===== src/shared/rcpt_pkg.sv =====
// Package for the reset-cause and power-up timer block.
// Assumes a single 40 MHz clock and an Avalon-MM slave of 32-bit words.
package rcpt_pkg;

  // Bus geometry and register byte offsets
  localparam int         ADDR_W       = 4;
  localparam int         DATA_W       = 32;
  localparam logic [3:0] REG_STATUS   = 4'h0;
  localparam logic [3:0] REG_CTRL     = 4'h4;
  localparam logic [3:0] REG_TIMER    = 4'h8;
  localparam logic [3:0] REG_SCRATCH  = 4'hC;

  // Cause and stack flag positions in the status word
  localparam int FLG_BROWNOUT  = 0;
  localparam int FLG_POWERON   = 1;
  localparam int FLG_POWERDOWN = 2;
  localparam int FLG_WDT       = 3;
  localparam int FLG_RSTINSTR  = 4;
  localparam int FLG_CFGMIS    = 5;
  localparam int FLG_STKUDF    = 6;
  localparam int FLG_STKOVF    = 7;

  // Flag values forced by power events, and bits software may write
  localparam logic [7:0] FLAGS_POR    = 8'h3C;
  localparam logic [7:0] FLAGS_SW_MSK = 8'hF3;

  // Control register layout and reset value
  localparam int   CTRL_SERE_BIT  = 0;
  localparam logic CTRL_SERE_RST  = 1'b1;

  // Timer status word layout
  localparam int TMR_INRST_BIT  = 16;
  localparam int TMR_STATE_LSB  = 17;

  // Program counter values
  localparam int          PC_W      = 21;
  localparam logic [20:0] PC_ZERO   = 21'h000000;
  localparam logic [20:0] PC_STEP   = 21'h000002;
  localparam logic [20:0] VEC_HIGH  = 21'h000008;
  localparam logic [20:0] VEC_LOW   = 21'h000018;

  // Power-up timer: 11 bits, 2048 internal oscillator periods
  localparam int           PUTM_W    = 11;
  localparam logic [10:0]  PUTM_ZERO = 11'h000;
  localparam logic [10:0]  PUTM_ONE  = 11'h001;
  localparam logic [10:0]  PUTM_LAST = 11'h7FF;

  // Configuration word width
  localparam int CFG_W = 16;

  // Power-managed mode encoding
  localparam logic [1:0] PM_FULL = 2'h0;
  localparam logic [1:0] PM_RUN  = 2'h1;
  localparam logic [1:0] PM_IDLE = 2'h2;

  // Sequencer states, Gray along power -> timer -> run
  typedef enum logic [1:0] {
    ST_POWER = 2'b00,
    ST_TIMER = 2'b01,
    ST_RUN   = 2'b11,
    ST_HOLD  = 2'b10
  } rcpt_state_e;

endpackage : rcpt_pkg


===== src/rcpt_top.sv =====
// Reset sequencer, reset-cause flags and power-up timer of the core.
// Assumes all event inputs are synchronous one-cycle pulses or levels
// and that the internal oscillator period arrives as a one-cycle tick.
//
// Implementation choices: the placing of the registers and the Avalon-MM register port.
`timescale 1ns/1ps

// Function
// - Brown-out flag cleared on every brown-out and power-on reset.
// - Regulator off disables brown-out; power-on still clears brown-out flag.
// - Active configuration continuously compared against complemented shadow.
// - Mismatch issues a reset and clears the mismatch flag.
// - Mismatch flag set by power-on and brown-out, unchanged by every other reset source except mismatch.
// - Every hard or power reset reloads configuration from stored words.
// - Power-up timer always enabled, no disable option.
// - 11-bit timer counts 2048 oscillator ticks, core held in reset.
// - Timer starts only after the power-on pulse is released.
// - Master clear held past timer expiry starts execution on release.
// - Registers without reset value keep contents through all resets.
// - Power-on: PC zero, four flags one, power/brown/stack flags zero.
// - Master clear in run modes sets watchdog flag, PC zero.
// - Master clear in idle or sleep sets watchdog, clears power-down.
// - Watchdog in full or run mode resets, clears watchdog flag.
// - Master clear at full power restarts, all flags unchanged.
// - Stack full with error resets enabled resets and sets flag.
// - Underflow sets flag and PC zero; resets only when enabled.
// - Watchdog in idle or sleep wakes at PC+2, clears two flags.
// - Interrupt wake continues at PC+2, clears power-down flag only.
// - Interrupt wake with a global enable loads vector 0008h or 0018h.
// - Watchdog wake keeps register contents, no reset.
// - Reset instruction resets and clears its flag; software sets it.
// - Supply dip during timer returns to brown-out, timer reinitialised.
module rcpt_top
  import rcpt_pkg::*;
(
  // Clock and reset
  input  wire logic              i_clock,
  input  wire logic              i_reset,
  // Supply and pin events
  input  wire logic              i_power_on,
  input  wire logic              i_brownout,
  input  wire logic              i_vreg_enable,
  input  wire logic              i_master_clear_pin_n,
  input  wire logic              i_internal_rc_osc_tick,
  // Core events
  input  wire logic [1:0]        i_pm_mode,
  input  wire logic              i_watchdog_expiry,
  input  wire logic              i_reset_instr,
  input  wire logic              i_clrwdt_instr,
  input  wire logic              i_sleep_instr,
  input  wire logic              i_stack_full,
  input  wire logic              i_stack_underflow,
  input  wire logic              i_irq_wake,
  input  wire logic              i_irq_wake_high,
  input  wire logic              i_high_prio_global_irq_en,
  input  wire logic              i_low_prio_global_irq_en,
  input  wire logic [PC_W-1:0]   i_pc,
  // Configuration words
  input  wire logic [CFG_W-1:0]  i_cfg_stored,
  input  wire logic [CFG_W-1:0]  i_cfg_shadow,
  // Avalon-MM slave
  input  wire logic [ADDR_W-1:0] i_avs_address,
  input  wire logic              i_avs_read,
  input  wire logic              i_avs_write,
  input  wire logic [DATA_W-1:0] i_avs_writedata,
  output logic      [DATA_W-1:0] o_avs_readdata,
  output logic                   o_avs_waitrequest,
  // Core control
  output logic                   o_core_reset,
  output logic                   o_pc_load,
  output logic      [PC_W-1:0]   o_pc_value,
  output logic      [CFG_W-1:0]  o_cfg_active
);

  ////////////////////////////////////////////////////////////////////////
  // Declarations

  rcpt_state_e              state_q;
  rcpt_state_e              state_d;
  logic [PUTM_W-1:0]        putm_cnt_q;
  logic [7:0]               flags_q;
  logic                     sere_q;
  logic [DATA_W-1:0]        scratch_q;
  logic                     wait_q;
  logic [DATA_W-1:0]        rdata_q;
  logic                     core_reset_q;
  logic                     pc_load_q;
  logic [PC_W-1:0]          pc_value_q;
  logic [CFG_W-1:0]         cfg_q;
  logic [DATA_W-1:0]        rdata_d;
  logic                     bus_wr;
  logic                     power_hold;
  logic                     in_run;
  logic                     idle;
  logic                     mismatch;
  logic                     ev_cf;
  logic                     ev_pinr;
  logic                     ev_wdt_rst;
  logic                     ev_wdt_wake;
  logic                     ev_rinst;
  logic                     ev_full;
  logic                     ev_unf;
  logic                     ev_irq;
  logic                     hard_rst;
  logic                     putm_done;

  ////////////////////////////////////////////////////////////////////////
  // Event decode, one winner per cycle by fixed priority

  // Power events override everything; regulator off masks brown-out
  assign power_hold = i_power_on | (i_brownout & i_vreg_enable);
  assign in_run     = (state_q == ST_RUN);
  assign idle       = (i_pm_mode == PM_IDLE);
  // Shadow holds the complement of the active words
  assign mismatch   = (cfg_q != ~i_cfg_shadow);
  assign putm_done  = i_internal_rc_osc_tick & (putm_cnt_q == PUTM_LAST);

  // Priority chain keeps simultaneous events from double-counting
  always_comb
  begin
    ev_cf       = 1'b0;
    ev_pinr     = 1'b0;
    ev_wdt_rst  = 1'b0;
    ev_wdt_wake = 1'b0;
    ev_rinst    = 1'b0;
    ev_full     = 1'b0;
    ev_unf      = 1'b0;
    ev_irq      = 1'b0;
    if (in_run && !power_hold)
    begin
      if (mismatch)
        ev_cf = 1'b1;
      else if (!i_master_clear_pin_n)
        ev_pinr = 1'b1;
      else if (i_watchdog_expiry)
      begin
        ev_wdt_rst  = !idle;
        ev_wdt_wake = idle;
      end
      else if (i_reset_instr)
        ev_rinst = 1'b1;
      else if (i_stack_full && sere_q)
        ev_full = 1'b1;
      else if (i_stack_underflow)
        ev_unf = 1'b1;
      else if (i_irq_wake && idle)
        ev_irq = 1'b1;
    end
  end

  // Internal resets that pulse the core without leaving run state
  assign hard_rst = ev_cf | ev_wdt_rst | ev_rinst | ev_full
                  | (ev_unf & sere_q);

  ////////////////////////////////////////////////////////////////////////
  // Sequencer and power-up timer

  // Next state; the timer has no enable, it runs on every power-up
  always_comb
  begin
    state_d = state_q;
    if (power_hold)
      state_d = ST_POWER;
    else
    begin
      case (state_q)
        ST_POWER: state_d = ST_TIMER;
        ST_TIMER:
          if (putm_done)
            state_d = i_master_clear_pin_n ? ST_RUN : ST_HOLD;
        ST_RUN:
          if (ev_pinr)
            state_d = ST_HOLD;
        ST_HOLD:
          if (i_master_clear_pin_n)
            state_d = ST_RUN;
        default: state_d = ST_POWER;
      endcase
    end
  end

  // State register
  always_ff @(posedge i_clock)
  begin
    if (i_reset)
      state_q <= ST_POWER;
    else
      state_q <= state_d;
  end

  // Timer counts oscillator ticks only in timer state, cleared otherwise
  always_ff @(posedge i_clock)
  begin
    if (i_reset || state_q != ST_TIMER || power_hold)
      putm_cnt_q <= PUTM_ZERO;
    else if (i_internal_rc_osc_tick)
      putm_cnt_q <= putm_cnt_q + PUTM_ONE;
  end

  ////////////////////////////////////////////////////////////////////////
  // Cause and stack flags

  // Software writes first; hardware events later in the block win
  always_ff @(posedge i_clock)
  begin
    if (i_reset)
      flags_q <= FLAGS_POR;
    else
    begin
      if (bus_wr && i_avs_address == REG_STATUS)
        flags_q <= (flags_q & ~FLAGS_SW_MSK)
                 | (i_avs_writedata[7:0] & FLAGS_SW_MSK);
      if (i_clrwdt_instr)
      begin
        flags_q[FLG_WDT]       <= 1'b1;
        flags_q[FLG_POWERDOWN] <= 1'b1;
      end
      if (i_sleep_instr)
      begin
        flags_q[FLG_WDT]       <= 1'b1;
        flags_q[FLG_POWERDOWN] <= 1'b0;
      end
      if (i_power_on)
        flags_q <= FLAGS_POR;
      else if (power_hold)
      begin
        flags_q[FLG_CFGMIS]    <= 1'b1;
        flags_q[FLG_RSTINSTR]  <= 1'b1;
        flags_q[FLG_WDT]       <= 1'b1;
        flags_q[FLG_POWERDOWN] <= 1'b1;
        flags_q[FLG_BROWNOUT]  <= 1'b0;
      end
      else if (ev_cf)
        flags_q[FLG_CFGMIS] <= 1'b0;
      else if (ev_pinr)
      begin
        // Full-power master clear touches no flag
        if (i_pm_mode != PM_FULL)
          flags_q[FLG_WDT] <= 1'b1;
        if (idle)
          flags_q[FLG_POWERDOWN] <= 1'b0;
      end
      else if (ev_wdt_rst)
        flags_q[FLG_WDT] <= 1'b0;
      else if (ev_wdt_wake)
      begin
        flags_q[FLG_WDT]       <= 1'b0;
        flags_q[FLG_POWERDOWN] <= 1'b0;
      end
      else if (ev_rinst)
        flags_q[FLG_RSTINSTR] <= 1'b0;
      else if (ev_full)
        flags_q[FLG_STKOVF] <= 1'b1;
      else if (ev_unf)
        flags_q[FLG_STKUDF] <= 1'b1;
      else if (ev_irq)
        flags_q[FLG_POWERDOWN] <= 1'b0;
    end
  end

  ////////////////////////////////////////////////////////////////////////
  // Core reset, program counter and configuration reload

  // Reset output follows the next state so it never lags the sequencer
  always_ff @(posedge i_clock)
  begin
    if (i_reset)
    begin
      core_reset_q <= 1'b1;
      pc_load_q    <= 1'b0;
      pc_value_q   <= PC_ZERO;
    end
    else
    begin
      core_reset_q <= (state_d != ST_RUN) | hard_rst;
      pc_load_q    <= 1'b0;
      if ((state_d == ST_RUN && !in_run) || hard_rst || ev_unf)
      begin
        pc_load_q  <= 1'b1;
        pc_value_q <= PC_ZERO;
      end
      else if (ev_wdt_wake)
      begin
        pc_load_q  <= 1'b1;
        pc_value_q <= PC_W'(i_pc + PC_STEP);
      end
      else if (ev_irq)
      begin
        pc_load_q <= 1'b1;
        if (i_irq_wake_high && i_high_prio_global_irq_en)
          pc_value_q <= VEC_HIGH;
        else if (i_low_prio_global_irq_en)
          pc_value_q <= VEC_LOW;
        else
          pc_value_q <= PC_W'(i_pc + PC_STEP);
      end
    end
  end

  // Active words reload while the core is held in any reset
  always_ff @(posedge i_clock)
  begin
    if (i_reset || state_d != ST_RUN || hard_rst)
      cfg_q <= i_cfg_stored;
  end

  ////////////////////////////////////////////////////////////////////////
  // Avalon-MM slave, one wait state on every access

  assign bus_wr = i_avs_write & !wait_q;

  // Read mux; unmapped offsets read as zero
  always_comb
  begin
    rdata_d = '0;
    case (i_avs_address)
      REG_STATUS:  rdata_d[7:0] = flags_q;
      REG_CTRL:    rdata_d[CTRL_SERE_BIT] = sere_q;
      REG_TIMER:
      begin
        rdata_d[PUTM_W-1:0]           = putm_cnt_q;
        rdata_d[TMR_INRST_BIT]        = core_reset_q;
        rdata_d[TMR_STATE_LSB+:2]     = state_q;
      end
      REG_SCRATCH: rdata_d = scratch_q;
      default:     rdata_d = '0;
    endcase
  end

  // Waitrequest drops one cycle after the request, then rises again
  always_ff @(posedge i_clock)
  begin
    if (i_reset)
    begin
      wait_q  <= 1'b1;
      rdata_q <= '0;
    end
    else if ((i_avs_read || i_avs_write) && wait_q)
    begin
      wait_q  <= 1'b0;
      rdata_q <= rdata_d;
    end
    else
      wait_q <= 1'b1;
  end

  // Stack-error reset enable
  always_ff @(posedge i_clock)
  begin
    if (i_reset)
      sere_q <= CTRL_SERE_RST;
    else if (bus_wr && i_avs_address == REG_CTRL)
      sere_q <= i_avs_writedata[CTRL_SERE_BIT];
  end

  // Scratch word has no reset value and survives every reset
  always_ff @(posedge i_clock)
  begin
    if (bus_wr && i_avs_address == REG_SCRATCH)
      scratch_q <= i_avs_writedata;
  end

  // Outputs straight from flops
  assign o_avs_readdata    = rdata_q;
  assign o_avs_waitrequest = wait_q;
  assign o_core_reset      = core_reset_q;
  assign o_pc_load         = pc_load_q;
  assign o_pc_value        = pc_value_q;
  assign o_cfg_active      = cfg_q;

  ////////////////////////////////////////////////////////////////////////
  // Assertions and covers

  AST_POR_FLAGS: assert property (@(posedge i_clock) disable iff (i_reset)
    i_power_on |=> flags_q == FLAGS_POR && core_reset_q)
    else $error("power-on flags wrong");

  AST_BRN_CLEAR: assert property (@(posedge i_clock) disable iff (i_reset)
    power_hold |=> !flags_q[FLG_BROWNOUT])
    else $error("brown-out flag not cleared");

  AST_VREG_OFF: assert property (@(posedge i_clock) disable iff (i_reset)
    in_run && !i_vreg_enable && !i_power_on |=> state_q != ST_POWER)
    else $error("brown-out acted with regulator off");

  AST_CF_RESET: assert property (@(posedge i_clock) disable iff (i_reset)
    in_run && !power_hold && mismatch
    |=> !flags_q[FLG_CFGMIS] && core_reset_q && pc_load_q)
    else $error("mismatch reset missing");

  AST_CF_KEEP: assert property (@(posedge i_clock) disable iff (i_reset)
    !power_hold && !ev_cf && !bus_wr |=> $stable(flags_q[FLG_CFGMIS]))
    else $error("mismatch flag changed");

  AST_RELOAD: assert property (@(posedge i_clock) disable iff (i_reset)
    hard_rst |=> cfg_q == $past(i_cfg_stored))
    else $error("configuration not reloaded");

  AST_HOLD: assert property (@(posedge i_clock) disable iff (i_reset)
    state_q != ST_RUN |-> core_reset_q)
    else $error("core released outside run");

  AST_TMR_START: assert property (@(posedge i_clock) disable iff (i_reset)
    power_hold |=> putm_cnt_q == PUTM_ZERO ##1 putm_cnt_q == PUTM_ZERO)
    else $error("timer started during power pulse");

  AST_PIN_GO: assert property (@(posedge i_clock) disable iff (i_reset)
    state_q == ST_HOLD && i_master_clear_pin_n && !power_hold
    |=> !core_reset_q && pc_load_q && pc_value_q == PC_ZERO)
    else $error("late master clear release did not start");

  AST_WDT_WAKE: assert property (@(posedge i_clock) disable iff (i_reset)
    ev_wdt_wake |=> !core_reset_q && pc_value_q == $past(i_pc) + PC_STEP
    && !flags_q[FLG_WDT] && !flags_q[FLG_POWERDOWN])
    else $error("watchdog wake wrong");

  AST_UNF: assert property (@(posedge i_clock) disable iff (i_reset)
    ev_unf && !sere_q |=> flags_q[FLG_STKUDF] && pc_load_q
    && !core_reset_q)
    else $error("underflow without reset wrong");

  COV_POWERUP: cover property (@(posedge i_clock) disable iff (i_reset)
    state_q == ST_TIMER ##1 state_q == ST_RUN);
  COV_LATE_PIN: cover property (@(posedge i_clock) disable iff (i_reset)
    state_q == ST_HOLD ##1 state_q == ST_RUN);
  COV_IRQ_VEC: cover property (@(posedge i_clock) disable iff (i_reset)
    ev_irq ##1 pc_value_q == VEC_LOW);

endmodule : rcpt_top


===== config.mk =====
export PLATFORM = sky130hd
export DESIGN_NAME = rcpt_top
export DESIGN_NICKNAME = d
export VERILOG_FILES = /design/src/shared/rcpt_pkg.sv /design/src/rcpt_top.sv
export SDC_FILE = /design/constraint.sdc
export NUM_CORES = 1
export LEC_CHECK = 0
export BUFFER_PORTS_ARGS = -buffer_cell sky130_fd_sc_hd__buf_2
export CORE_MARGIN = 4
export CORE_UTILIZATION = 54
export CTS_CLUSTER_DIAMETER = 150
export CTS_CLUSTER_SIZE = 40
export DETAILED_ROUTE_END_ITERATION = 7
export PLACE_DENSITY = 0.91
export SETUP_SLACK_MARGIN = 0.5
export SYNTH_ARGS = -nofsm -noshare
export SYNTH_HDL_FRONTEND = slang
export SYNTH_SLANG_ARGS = --single-unit
export TNS_END_PERCENT = 50

===== constraint.sdc =====
create_clock -name i_clock -period 7.2 [get_ports i_clock]
set_clock_uncertainty 0.1 [all_clocks]
set_input_delay 1.44 -clock i_clock [delete_from_list [all_inputs] [get_ports i_clock]]
set_output_delay 1.44 -clock i_clock [all_outputs]
set_load 0.05 [all_outputs]

* Word level (Yosys, flattened, before mapping) *
Index checks and enable logic that the tools add are counted.

operators by class
  add/subtract/negate cells = 2
  muxes and demuxes = 88
  bitwise gates (word level) = 12
  equality and inequality tests = 12
  reduce and logical (&&, ||, !) cells = 28

operator list
  operator               count
  $mux 21                4
  $mux 1                 62
  $mux 2                 13
  $add 21x2->21 const B  1
  $pmux 7 s3             1
  $ne 16x16->1           1
  $not 16->16            1
  $mux 13                1
  $pmux 3 s2             2
  $add 11x1->11 const B  1
  $eq 11x11->1 const B   1
  $logic_and 1x1->1      9
  $eq 2x2->1 const B     4
  $eq 4x4->1 const B     2
  $mux 8                 1
  $or 4x8->8             1
  $pmux 2 s4             1
  $logic_or 1x1->1       7
  $or 1x1->1             6
  $reduce_bool 2->1      3
  $mux 5                 1
  $and 1x1->1            4
  $eq 4x3->1 const B     1
  $logic_not 1->1        4
  other kinds (9)        10

word-level totals
  output and inout bits = 72
  register bits after elaboration = 126
  word-level logic and storage cells = 157

* Depth between registers and ports, before layout *
  depth after elaboration = 18
  gate-level depth with buffers = 7
  gate-level depth less buffers = 6

* Worst setup path after synthesis *
Ideal clock, no wire load.

  kind = in2reg
  start = input i_cfg_shadow[12]
  end = register cfg_q[0], in the netlist o_cfg_active[0], enable pin
  stages = 5
  slack = 3.725 ns
  setup time = 0.346 ns
  data arrival time = 3.029 ns
  cell sequence = xor2_1 nand4_1 nor4_4 a21oi_1 or4_1

between the ends
  longest elaborated chain between the ends = 10

RTL lines
  item                  RTL line         text
  start, declared       rcpt_top.sv:60   input wire logic [CFG_W-1:0] i_cfg_shadow,
  $not 16->16 (*)       rcpt_top.sv:115  assign mismatch = (cfg_q != ~i_cfg_shadow);
  $ne 16x16->1 (*)      rcpt_top.sv:115
  $mux 1                rcpt_top.sv:131  if (mismatch)
  $mux 1                rcpt_top.sv:129  if (in_run && !power_hold)
  $mux 2                rcpt_top.sv:172  if (ev_pinr)
  $pmux 2 s4            rcpt_top.sv:166  case (state_q)
  $mux 2                rcpt_top.sv:162  if (power_hold)
  $ne 2x2->1            rcpt_top.sv:303  if (i_reset || state_d != ST_RUN || hard_rst)
  $logic_or 1x1->1      rcpt_top.sv:303
  $logic_or 1x1->1 (*)  rcpt_top.sv:303
  end signal, assigned  rcpt_top.sv:304  cfg_q <= i_cfg_stored;
  end, declared         rcpt_top.sv:89   logic [CFG_W-1:0] cfg_q;

Every way passes the cells marked *; elsewhere a longest branch is shown, timed or not.
A chain may end at the register's enable or synchronous reset.

* Worst setup path in the final report *
  start = input i_cfg_shadow[2]
  end = register cfg_q[9], in the netlist o_cfg_active[9], enable pin

The elaborated chain is that of the path after synthesis.

==> results.txt <==
For this design the ratio of total power to cell area is 245 mW/mm^2. Traced cell by cell, the critical path runs through buf_2, xor2_1, nand4_1, nor4_4, buf_4, a21oi_1, or4_1. The slowest stage of the critical path belongs to the cell sky130_fd_sc_hd__or4_1. The endpoint of the most critical register-to-register path is o_cfg_active[9]. The portion of synthesized cell area occupied by the leading cell type came out at 29.5%. The count of buffers added on input and output ports is 181.

Clock tree synthesis inserted a total of 17 buffers. TritonCTS built the clock tree. In this run the deepest clock path goes through 2 buffers.

The die is 107 microns wide. The type of the worst min-delay path is flip-flop to flip-flop. By startpoint and endpoint, the worst setup path is classified as input pin to flip-flop. The number of max-cap violations is 0. The startpoint identified for the worst hold timing path is flags_q[1]. 0 antenna diodes ended up in the layout. Subtracting the final worst setup slack from the clock period gives 3.43 ns. The run gives 0 as the number of antenna violations at the first check in global routing. The design draws 1670 uW. The flow ran to the end, and the final reports show no timing, DRC or antenna violations. The family of cells with the greatest summed delay on the critical path was simple AND/OR/NAND/NOR gates.

After synthesis the netlist holds a flip-flop and latch count of 126. The ratio of routed vias to standard cells came out at 5.79. For the final routed database, the setup TNS stands at 0 ns. The number of clock sinks seen by CTS came out at 126. Sum of overflow across all layers after global routing: 0. After the last flow step, the layout net total stands at 777. The hold violation count in the final report is 0, and the combined global-route utilization of all metal layers is 24.7%. Detailed-router iteration count before antenna repair: 6. The wire length of the first global-routing pass is 22,400 microns, and the number of synthesized flops with an enable pin is 48.

The sequential-to-total area share from yosys stat was 56.7%; the maximum number of pins on one net before global-route repair was 36. The run gives 182 as the I/O pin total. The total of warnings raised by yosys was 0. The sum of routed wire length over all layers came out at 13,900 microns. Once the floorplan was initialized, standard cells occupied 56.5% of the core. For the worst flop-to-flop path, the logic depth is 6.

Clock tree synthesis selected as its root buffer the cell sky130_fd_sc_hd__clkbuf_8. The biggest area consumer among synthesized cells was sky130_fd_sc_hd__dfxtp_1. The fraction of final layout cells sized beyond drive strength 1 was 33.8%. The area added between synthesis and finish was 28.9%; the count of endpoints failing setup in the final report was 0. Placer congestion estimate: 0.921. The average instance in the mapped netlist occupies 10.7 sq um. For the detailed-route via count, the log shows 4,674.

The end point of the most critical hold path is flags_q[1]. Clock latency on the worst-skew pair, taken at its later pin, is 0.51 ns. The tools report the endpoint class of the critical path as a flip-flop.

The period utilization was 47.7%. In this run the worst path has a maximum fanout of 27. In the routed design, unresolved DRC markers number 0. Transition time at the pin with the least slew margin: 1.28 ns.

In the synthesized netlist the dominant register cell turns out to be sky130_fd_sc_hd__dfxtp_1. The proportion of synthesized flip-flops having asynchronous set or reset is 0%. By area the synthesized netlist is led by sky130_fd_sc_hd__dfxtp_1 (29%), sky130_fd_sc_hd__edfxtp_1 (27%), sky130_fd_sc_hd__nor2_1 (3.8%).

Once the clock tree was built, the setup fixing pass inserted 0 buffers. The logs give 0.00937 sq mm for the floorplan core area and 14.3% for the tightest slew margin relative to the limit. In this run the register-to-register setup slack is 4.25 ns. The standby leakage power was 0.00280 uW.

After legalization and detailed placement, the total HPWL measured 9950 microns. Number of stages on the worst hold path: 2. Clock-pin slew was measured on the worst setup and hold paths at 0.06 ns. For this run, the top clock speed supported by timing is 291 MHz. For the count of final max-slew check failures, the log shows 0.

Detailed-route wire length per cell: 17.2 microns. The area of the mapped netlist was 0.00530 sq mm; the worst supply voltage drop on vdd was 0.138 mV. Setup repair after global routing left no endpoint under its margin. For the count of instances resized after the clock tree is built, the log shows 0.

The floorplan die height is 107 microns. Once detail routing completed, the nets flagged for antenna violations numbered 0. Sort of element at the start of the critical path: an input pin. For the worst setup path, the data arrival time is 3.48 ns.

The die area was 0.0115 sq mm. The floorplan has 35 rows. The H-tree depth came out at 4.

The stage delay of the slowest cell on the critical path is 0.83 ns, and the number of unique standard cell types used by synthesis is 48. Fill cells in the final layout number 654. Counting every net in the synthesized netlist gives 605. Together, buffers and inverters on the worst path number 2.

The first routing iteration left 429 violations. STA puts the critical path data required time at 7.24 ns. The via count of the first global-routing pass was 4,648.

The worst register-to-register path begins at putm_cnt_q[0]. After clock tree synthesis, the flow added hold-fix buffers numbering 0. The number of standard cells after synthesis is 493.
==> cells in the final DEF, fill, tap and decap left out, types with 9 or more instances in the layout <==
cell type,count
sky130_fd_sc_hd__nor3_1,9
sky130_fd_sc_hd__a22oi_1,26
sky130_fd_sc_hd__xnor2_1,14
sky130_fd_sc_hd__nand4_1,23
sky130_fd_sc_hd__o21ai_0,20
sky130_fd_sc_hd__o2111ai_1,10
sky130_fd_sc_hd__edfxtp_1,48
sky130_fd_sc_hd__clkbuf_16,16
sky130_fd_sc_hd__nor2_1,54
sky130_fd_sc_hd__dfxtp_1,78
sky130_fd_sc_hd__nand3_1,17
sky130_fd_sc_hd__nand2_1,17
sky130_fd_sc_hd__xor2_1,22
sky130_fd_sc_hd__a21oi_1,31
sky130_fd_sc_hd__buf_2,181
==> per-stage QoR <==
stage          hold slack (ns)  cells  area (sq um)  setup WS, ns  utilization (%)
6_report                 0.373    807          6830          3.77             72.8
5_1_grt                  0.390    807          6830          3.68             72.8
4_1_cts                  0.368    807          6830          3.80             72.8
3_5_place_dp             0.359    775          6270          3.24             66.9
3_3_place_gp             0.357    775          6270          3.34             66.9
2_1_floorplan            0.332    493          5300          3.72                -
==> final cells by class <==
type	count	area, sq um	area share, %
clock buffer	17	414	6.07
timing repair buffer	185	936	13.7
multi-input combinational	332	2160	31.6
sequential	126	3000	44.0
clock inverter	15	141	2.07
tap	129	161	2.36
inverter	3	11.3	0.165
==> cells in the mapped netlist, types with 2 or more instances <==
master	n
sky130_fd_sc_hd__o31a_1	3
sky130_fd_sc_hd__edfxtp_1	48
sky130_fd_sc_hd__a22oi_1	26
sky130_fd_sc_hd__a222oi_1	6
sky130_fd_sc_hd__and3_1	6
sky130_fd_sc_hd__or4_1	3
sky130_fd_sc_hd__nand3_1	17
sky130_fd_sc_hd__xor2_1	22
sky130_fd_sc_hd__xnor2_1	14
sky130_fd_sc_hd__inv_1	3
sky130_fd_sc_hd__o21ai_0	20
sky130_fd_sc_hd__nor3_1	9
sky130_fd_sc_hd__dfxtp_1	78
sky130_fd_sc_hd__and3b_1	2
sky130_fd_sc_hd__a22o_1	7
sky130_fd_sc_hd__mux2i_1	7
sky130_fd_sc_hd__a21oi_1	31
sky130_fd_sc_hd__o2111ai_1	10
sky130_fd_sc_hd__o21ai_1	6
sky130_fd_sc_hd__buf_2	5
sky130_fd_sc_hd__nor4_1	4
sky130_fd_sc_hd__or3_1	3
sky130_fd_sc_hd__nand4b_1	3
sky130_fd_sc_hd__and4b_1	2
sky130_fd_sc_hd__ha_1	2
sky130_fd_sc_hd__o21a_1	6
sky130_fd_sc_hd__a211oi_1	2
sky130_fd_sc_hd__nand2_1	17
sky130_fd_sc_hd__nand4_1	23
sky130_fd_sc_hd__and4_1	3
sky130_fd_sc_hd__nor2_1	54
sky130_fd_sc_hd__mux2_2	7
sky130_fd_sc_hd__a31oi_1	2
sky130_fd_sc_hd__nand3b_1	3
sky130_fd_sc_hd__clkbuf_1	26
==> how the worst max path moves through the flow <==
| stage | start | end | slack [ns] | cells past startpoint |
|---|---|---|---|---|
| 6_report | i_cfg_shadow[2] | o_cfg_active[9] | 3.77 | 7 |
| 5_1_grt | i_internal_rc_osc_tick | o_cfg_active[1] | 3.68 | 6 |
| 4_1_cts | i_cfg_shadow[2] | o_cfg_active[14] | 3.80 | 7 |
| 3_5_place_dp | i_cfg_shadow[12] | o_cfg_active[13] | 3.24 | 7 |
| 3_3_place_gp | i_cfg_shadow[12] | o_cfg_active[9] | 3.34 | 7 |
| 2_1_floorplan | i_cfg_shadow[12] | o_cfg_active[0] | 3.72 | 5 |
==> power by group <==
group	total, uW	leakage (uW)	switching [uW]	internal (uW)
logic	128	0.00144	80.6	46.9
clock network	790	0.000270	350	440
registers	754	0.00109	6.14	748
total	1670	0.00280	437	1230
==> routing by layer <==
metal  GRT usage, %  vias to the layer above  routed length, microns
met5              0                        -                       0
met3           7.28                       20                    1220
li1               -                     2213                       -
met1           30.9                     2200                    5620
met2           41.6                      241                    6890
met4           7.03                        0                     181
==> registers in the layout, indices dropped and copies added (netlist names), 2 cells and up <==
name	flops
o_pc_value	21
scratch_q	32
state_q	2
o_cfg_active	16
flags_q	8
o_avs_readdata	32
putm_cnt_q	11
==> kinds of logic after synthesis <==
kind of cell	Yosys count	synth area share, %
buffers and inverters	35	2.60
adder cells (fa/ha/maj)	2	0.472
flip-flops	126	56.7
AND/OR/NAND/NOR	156	15.5
XOR/XNOR	36	5.95
multiplexers	15	3.24
AO/OA/AOI/OAI	123	15.5
==> worst register-to-register path, cell delays in order, from the launching register on <==
cell                      delay (ns)
sky130_fd_sc_hd__dfxtp_1        0.45
sky130_fd_sc_hd__ha_1           0.21
sky130_fd_sc_hd__nand4_1        0.20
sky130_fd_sc_hd__nor4_1         0.53
sky130_fd_sc_hd__nor2_1         0.15
sky130_fd_sc_hd__o21ai_0        0.31
sky130_fd_sc_hd__or4_1          0.62
Power figures use the tool's default switching activity.
